### config.mk
export PLATFORM = sky130hd
export DESIGN_NAME = bridge_command_register
export DESIGN_NICKNAME = d
export VERILOG_FILES = /design/src/hdl/bridge_cmd_pkg.sv /design/src/hdl/bridge_command_register.sv
export SDC_FILE = /design/constraint.sdc
export NUM_CORES = 1
export LEC_CHECK = 0
export ABC_AREA = 1
export BUFFER_PORTS_ARGS = -buffer_cell sky130_fd_sc_hd__buf_2
export CAP_MARGIN = 20
export CORE_UTILIZATION = 33
export DETAILED_ROUTE_END_ITERATION = 12
export GPL_TIMING_DRIVEN = 0
export PLACE_DENSITY_LB_ADDON = 0.3
export SYNTH_ARGS = -nofsm -noshare
export SYNTH_HDL_FRONTEND = slang
export SYNTH_SLANG_ARGS = --single-unit
### constraint.sdc
create_clock -name core_clk -period 0.8 [get_ports core_clk]
set_input_delay 0.08 -clock core_clk [delete_from_list [all_inputs] [get_ports core_clk]]
set_output_delay 0.08 -clock core_clk [all_outputs]
set_load 0.01 [all_outputs]
### src/hdl/bridge_cmd_pkg.sv
package bridge_cmd_pkg;

	// Configuration offset of the bridge command word
	localparam logic [7:0]  CMD_OFFSET   = 8'h04;
	// Value after reset: every enable off
	localparam logic [15:0] CMD_RESET    = 16'h0000;
	// Bits software can change; all others read zero
	localparam logic [15:0] CMD_WR_MASK  = 16'h0107;

	// Field positions inside the command word
	localparam int IO_BIT      = 0;
	localparam int MEM_BIT     = 1;
	localparam int MASTER_BIT  = 2;
	localparam int SPECIAL_BIT = 3;
	localparam int MWI_BIT     = 4;
	localparam int PARITY_BIT  = 6;
	localparam int STEP_BIT    = 7;
	localparam int SYSERR_BIT  = 8;
	localparam int FB2B_BIT    = 9;

	// Byte lanes of the 16-bit configuration word
	localparam int LANE_LO     = 0;
	localparam int LANE_HI     = 1;

	// Bridge error sources, limits of the parameter
	localparam int ERR_SOURCES_DEF = 2;
	localparam int ERR_SOURCES_MAX = 8;

	// One configuration access, offered for one cycle
	typedef struct packed {
		logic        write;   // Write strobe
		logic        read;    // Read strobe
		logic [7:0]  addr;    // Byte offset
		logic [1:0]  byte_en; // Byte enables
		logic [15:0] wdata;   // Write data
	} cfg_req_t;

	// Whole state of the command register block
	typedef struct packed {
		logic        syserr_en; // Bridge system-error enable
		logic        master_en; // Bridge master enable
		logic        mem_en;    // Memory decode enable
		logic        io_en;     // I/O decode enable
		logic [15:0] rdata;     // Read data holding register
		logic        rvalid;    // Read answer pulse
		logic        msg;       // System-error message request
		logic        bridge_sse;// Bridge error was signalled
	} state_t;

endpackage

### src/hdl/bridge_command_register.sv
module bridge_command_register
	import bridge_cmd_pkg::*;
#(
	parameter int ERR_SOURCES = ERR_SOURCES_DEF
) (
	// Clock and reset
	input  wire logic                   core_clk,
	input  wire logic                   rst,
	// Configuration access
	input  wire cfg_req_t               cfg_req,
	output logic [15:0]                 cfg_rdata,
	output logic                        cfg_rvalid,
	output logic [15:0]                 bridge_command,
	// Bridge error conditions and their own enables
	input  wire logic [ERR_SOURCES-1:0] err_event,
	input  wire logic [ERR_SOURCES-1:0] err_enable,
	// Host-bridge function error path
	input  wire logic                   host_syserr_enable,
	input  wire logic                   host_err,
	// Hub message request and status report
	output logic                        syserr_msg,
	output logic                        syserr_from_bridge,
	// Master frame cycles
	input  wire logic                   frame_start,
	input  wire logic                   frame_hit,
	output logic                        frame_accept,
	output logic                        frame_master_abort,
	// Sideband and pipe requests
	input  wire logic                   sideband_req,
	output logic                        sideband_accept,
	// Memory window decode
	input  wire logic                   mem_range_hit,
	input  wire logic                   prefetch_range_hit,
	input  wire logic                   vga_hit,
	output logic                        mem_claim,
	// I/O window decode
	input  wire logic                   io_range_hit,
	output logic                        io_claim
);

	// Refuse source counts the error gating cannot serve
	if (ERR_SOURCES < 1 || ERR_SOURCES > ERR_SOURCES_MAX) begin : g_bad
		$error("ERR_SOURCES out of range");
	end

	state_t                 st;      // Registered state
	state_t                 next_st; // Next state
	logic [ERR_SOURCES-1:0] gated;   // Individually enabled errors
	logic                   cfg_hit; // Access addresses this word
	logic                   br_err;  // Any enabled bridge error
	logic [15:0]            view;    // Word as software sees it

	// Per-source gating by each condition's own enable
	// A condition with its own enable off never reaches the message path
	for (genvar i = 0; i < ERR_SOURCES; i++) begin : g_err
		assign gated[i] = err_event[i] & err_enable[i];
	end

	// Word-aligned decode; either byte of the word hits
	// Bit 0 of the offset is left out so both byte offsets select the word
	assign cfg_hit = (cfg_req.addr[7:1] == CMD_OFFSET[7:1]);
	assign br_err  = |gated;

	// Read view: unimplemented and reserved bits stay zero
	// Built from the state alone, so a write shows one cycle later
	always_comb begin
		view              = CMD_RESET;
		view[IO_BIT]      = st.io_en;
		view[MEM_BIT]     = st.mem_en;
		view[MASTER_BIT]  = st.master_en;
		view[SYSERR_BIT]  = st.syserr_en;
	end

	// Next state: register writes, read answer, error messages
	// A read beside a write takes the view from before that write lands
	always_comb begin
		next_st            = st;
		// Read answers one cycle later; a miss reads zero
		next_st.rvalid     = cfg_req.read;
		if (cfg_req.read) begin
			next_st.rdata  = cfg_hit ? (view & CMD_WR_MASK) : 16'h0000;
		end
		// Only writable bits are stored; the rest drop away
		if (cfg_req.write && cfg_hit) begin
			if (cfg_req.byte_en[LANE_LO]) begin
				next_st.io_en     = cfg_req.wdata[IO_BIT];
				next_st.mem_en    = cfg_req.wdata[MEM_BIT];
				next_st.master_en = cfg_req.wdata[MASTER_BIT];
			end
			if (cfg_req.byte_en[LANE_HI]) begin
				next_st.syserr_en = cfg_req.wdata[SYSERR_BIT];
			end
		end
		// Bridge errors count only under the bridge enable
		next_st.bridge_sse = st.syserr_en & br_err;
		// Host errors ride on the same message path
		next_st.msg        = (st.syserr_en & br_err) |
		                     (host_syserr_enable & host_err);
	end

	// State register; async reset loads constants only
	// One wide register keeps every flop on the same reset and clock
	always_ff @(posedge core_clk or posedge rst) begin
		if (rst) begin
			st            <= '0;
			st.syserr_en  <= CMD_RESET[SYSERR_BIT];
			st.master_en  <= CMD_RESET[MASTER_BIT];
			st.mem_en     <= CMD_RESET[MEM_BIT];
			st.io_en      <= CMD_RESET[IO_BIT];
		end else begin
			st            <= next_st;
		end
	end

	// Register-driven outputs
	assign cfg_rdata          = st.rdata;
	assign cfg_rvalid         = st.rvalid;
	assign bridge_command     = view;
	// The hub message is the only error signalling path
	// Message and status pulse leave on the same edge
	assign syserr_msg         = st.msg;
	assign syserr_from_bridge = st.bridge_sse;

	// Frame cycles gated by the master enable
	assign frame_accept       = frame_start & frame_hit & st.master_en;
	// Without a claim the master times out into abort
	// Abort also covers decode misses, not only a disabled master
	assign frame_master_abort = frame_start & ~frame_accept;
	// Sideband and pipe traffic is never gated here
	assign sideband_accept    = sideband_req;

	// Window claims; the ranges themselves live elsewhere
	// A claim needs both the enable and an outside range hit
	assign mem_claim = st.mem_en &
	                   (mem_range_hit | prefetch_range_hit | vga_hit);
	assign io_claim  = st.io_en & io_range_hit;
endmodule // bridge_command_register

==> qor.csv <==
metric;value;unit
Slew Limit Fails;0;
Syn. warnings;0;
first-pass GRT wire length;2150;um
CTS H-tree depth;1;
clock tree buffer depth;2;
Vias/cell;3.72;
worst path required time;0.72;ns
Setup violations, final;15;
drt total wl;1480;um
drt drc;0;
Final min period;1.04;ns
Post-Place Cells;183;
Initial Utilization;35.9;%
area of the multi-input gates;314;um2
Placer Congestion;0.693;
die footprint;2370;um2
hold slack;0.00662;ns
unique cell type count in the Yosys netlist;15;
fillcell total;193;
half-perimeter wire length after placement;1150;um
RSZ-0062 raised after global routing;yes;
Bufs and invs on worst path;1;
hold path start;host_err;
Pwr per Cell Area;1110;nW/um2
Main synth FF type;dfrtp_1;
largest cells by area after synthesis;dfrtp_1 (38%), buf_4 (26%), nand2_1 (7.8%), inv_1 (5.7%), nand3_1 (3.5%);
largest net degree at the start of global routing;12;
Hold EP;syserr_msg;
area grow syn2layout;62.3;%
n_diodes;0;
worst reg2reg setup slack;0.01;ns
Top Family by Delay on Critical Path;flip-flops;
hold path depth;3;
Worst setup EP type;primary output;
Clk Latency, worst-skew pair;0.26;ns
startpoint class of the critical path;flop;
CTS buffer count;3;
clk root buf;clkbuf_4;
Rows;16;
post-synth top area share;38.3;%
Final Net Count;211;
WL met3;147;um
mapped cell area;719;um2
Hold/Removal Path Class;in -> reg;
WL met2;769;um
CP max stage delay;0.38;ns
R2R Path End;cfg_rdata[2];
EDFF count, synth;0;
synth cell count leaders;buf_4 (25), nand2_1 (15), dfrtp_1 (11), inv_1 (11), nand3_1 (5);
1st-iter DRT viols;3;
failing checks;setup timing;
Crit Path Class;reg -> out;
Reg2Reg Depth;3;
Non-Filler Instances;194;
synthesis-stage register bit count;11;
Fin. Hold Viols;0;
worst path arrival time;0.96;ns
Final Util;58.3;%
share of post-route cells with drive strength above 1;52.7;%
Clock Sinks;11;
leakage power;0.732;nW
slowest CP cell;dfrtp_1;
Metal-1 WL;522;um
Setup Skew;0.000150;ns
Reg clk slew, reported paths;0.06;ns
Pwr Total;1.30;mW
post-synthesis async set-or-reset flop share;100;%
mean routed wirelength per cell;7.61;um
die width;48.7;um
part of the cycle the worst path needs;130;%
highest metal used;met4;
FF+latch area;275;um2
Post-DRT Antenna Nets;0;
CTS tree;yes;
Yosys top cell by area;dfrtp_1;
Final WS setup;-0.238;ns
count leader, synth;buf_4;
Peak Freq;964;MHz
Congestion Overflow GR;0;
Worst Path Max Fanout;2;
Mapped Cells;89;
crit-path cells;nand2_1 -> nor2_2 -> nor2_1 -> buf_2;
routed via count;721;
worst r2r src;bridge_command[2];
Syn Area/Cell;8.08;um2
Port Buffers;44;
core region area;2000;um2
total global-route track usage;12.2;%
vias in the first global route;546;
MaxCap Viol Count;0;
initial antenna violation count;0;
outcome;finished, violations left;
Seq/Total Area, Yosys;38.3;%
# IOs;83;
chip height;48.7;um
Max rail drop VDD;0.399;mV
TritonRoute pass-1 iters;2;
-- tightest hold or removal path, cell delays in order --
cell     delay, ns
buf_2         0.07
nand2_1       0.04
nand2_1       0.05
-- layer usage --
layer	GRT usage, %	up-vias
met2	20.8	39
met1	12.0	293
met5	0	-
li1	-	384
met3	4.40	5
met4	8.82	0
-- what timing repair did --
item,in CTS,in global routing
hold endpoints to repair,11,0
buffers inserted,6,0
endpoints found under the setup margin,15,18
hold buffers,1,0
gates resized for setup,1,6
-- how the worst max path moves through the flow --
stage	from	to	slack, ns	cells after the start
global placement	cfg_req[24]	bridge_command[0]	-0.11	7
detailed placement	cfg_req[24]	bridge_command[0]	-0.14	7
floorplan	bridge_command[2]	frame_master_abort	0.004	3
CTS	bridge_command[2]	frame_master_abort	-0.25	4
finish	bridge_command[2]	frame_master_abort	-0.24	4
global route	bridge_command[2]	frame_master_abort	-0.36	4
-- area by class of cell --
cell class              count  share of cell area, %
clock buffers               4                   2.25
plain buffers              25                   16.1
well taps                  27                   2.89
flip-flops and latches     11                   23.6
repair buffers             51                   24.8
multi-input cells          65                   26.9
inverters                  11                   3.54
-- kinds of logic after synthesis --
logic type,synth area share [%]
compound gates,5.22
buf+inv,31.8
flops,38.3
other cells,0.521
simple gates,24.2
-- sequential cells by signal (all words and copies together) (netlist names) --
signal	cells
syserr_from_bridge	1
bridge_command	4
cfg_rdata	4
syserr_msg	1
cfg_rvalid	1
-- per-stage QoR --
step           setup TNS, ns  area (um2)  setup WS [ns]
3_5_place_dp          -0.531        1060         -0.137
3_3_place_gp          -0.388        1060         -0.111
2_1_floorplan              0         808        0.00449
5_1_grt                -2.29        1170         -0.357
4_1_cts                -1.62        1150         -0.246
6_report               -1.54        1170         -0.238
-- report_power, final --
group	leakage, nW	internal, mW	switching [mW]
Sequential	0.150	0.572	0.00830
Combinational	0.568	0.183	0.165
Clock	0.0150	0.193	0.175
-- layout by cell type, fill, tap and decap left out, types with 2 or more instances in the layout --
cell type	count
buf_2	43
buf_4	29
conb_1	24
nand2_1	15
inv_1	11
dfrtp_1	11
nor2_2	4
nand4_1	4
nand3_2	3
nor2_1	3
nand3_1	3
clkbuf_4	3
buf_6	3
nand2_2	2
o21ai_0	2
o21ai_1	2
No activity file was read; power rests on OpenSTA's default activity.
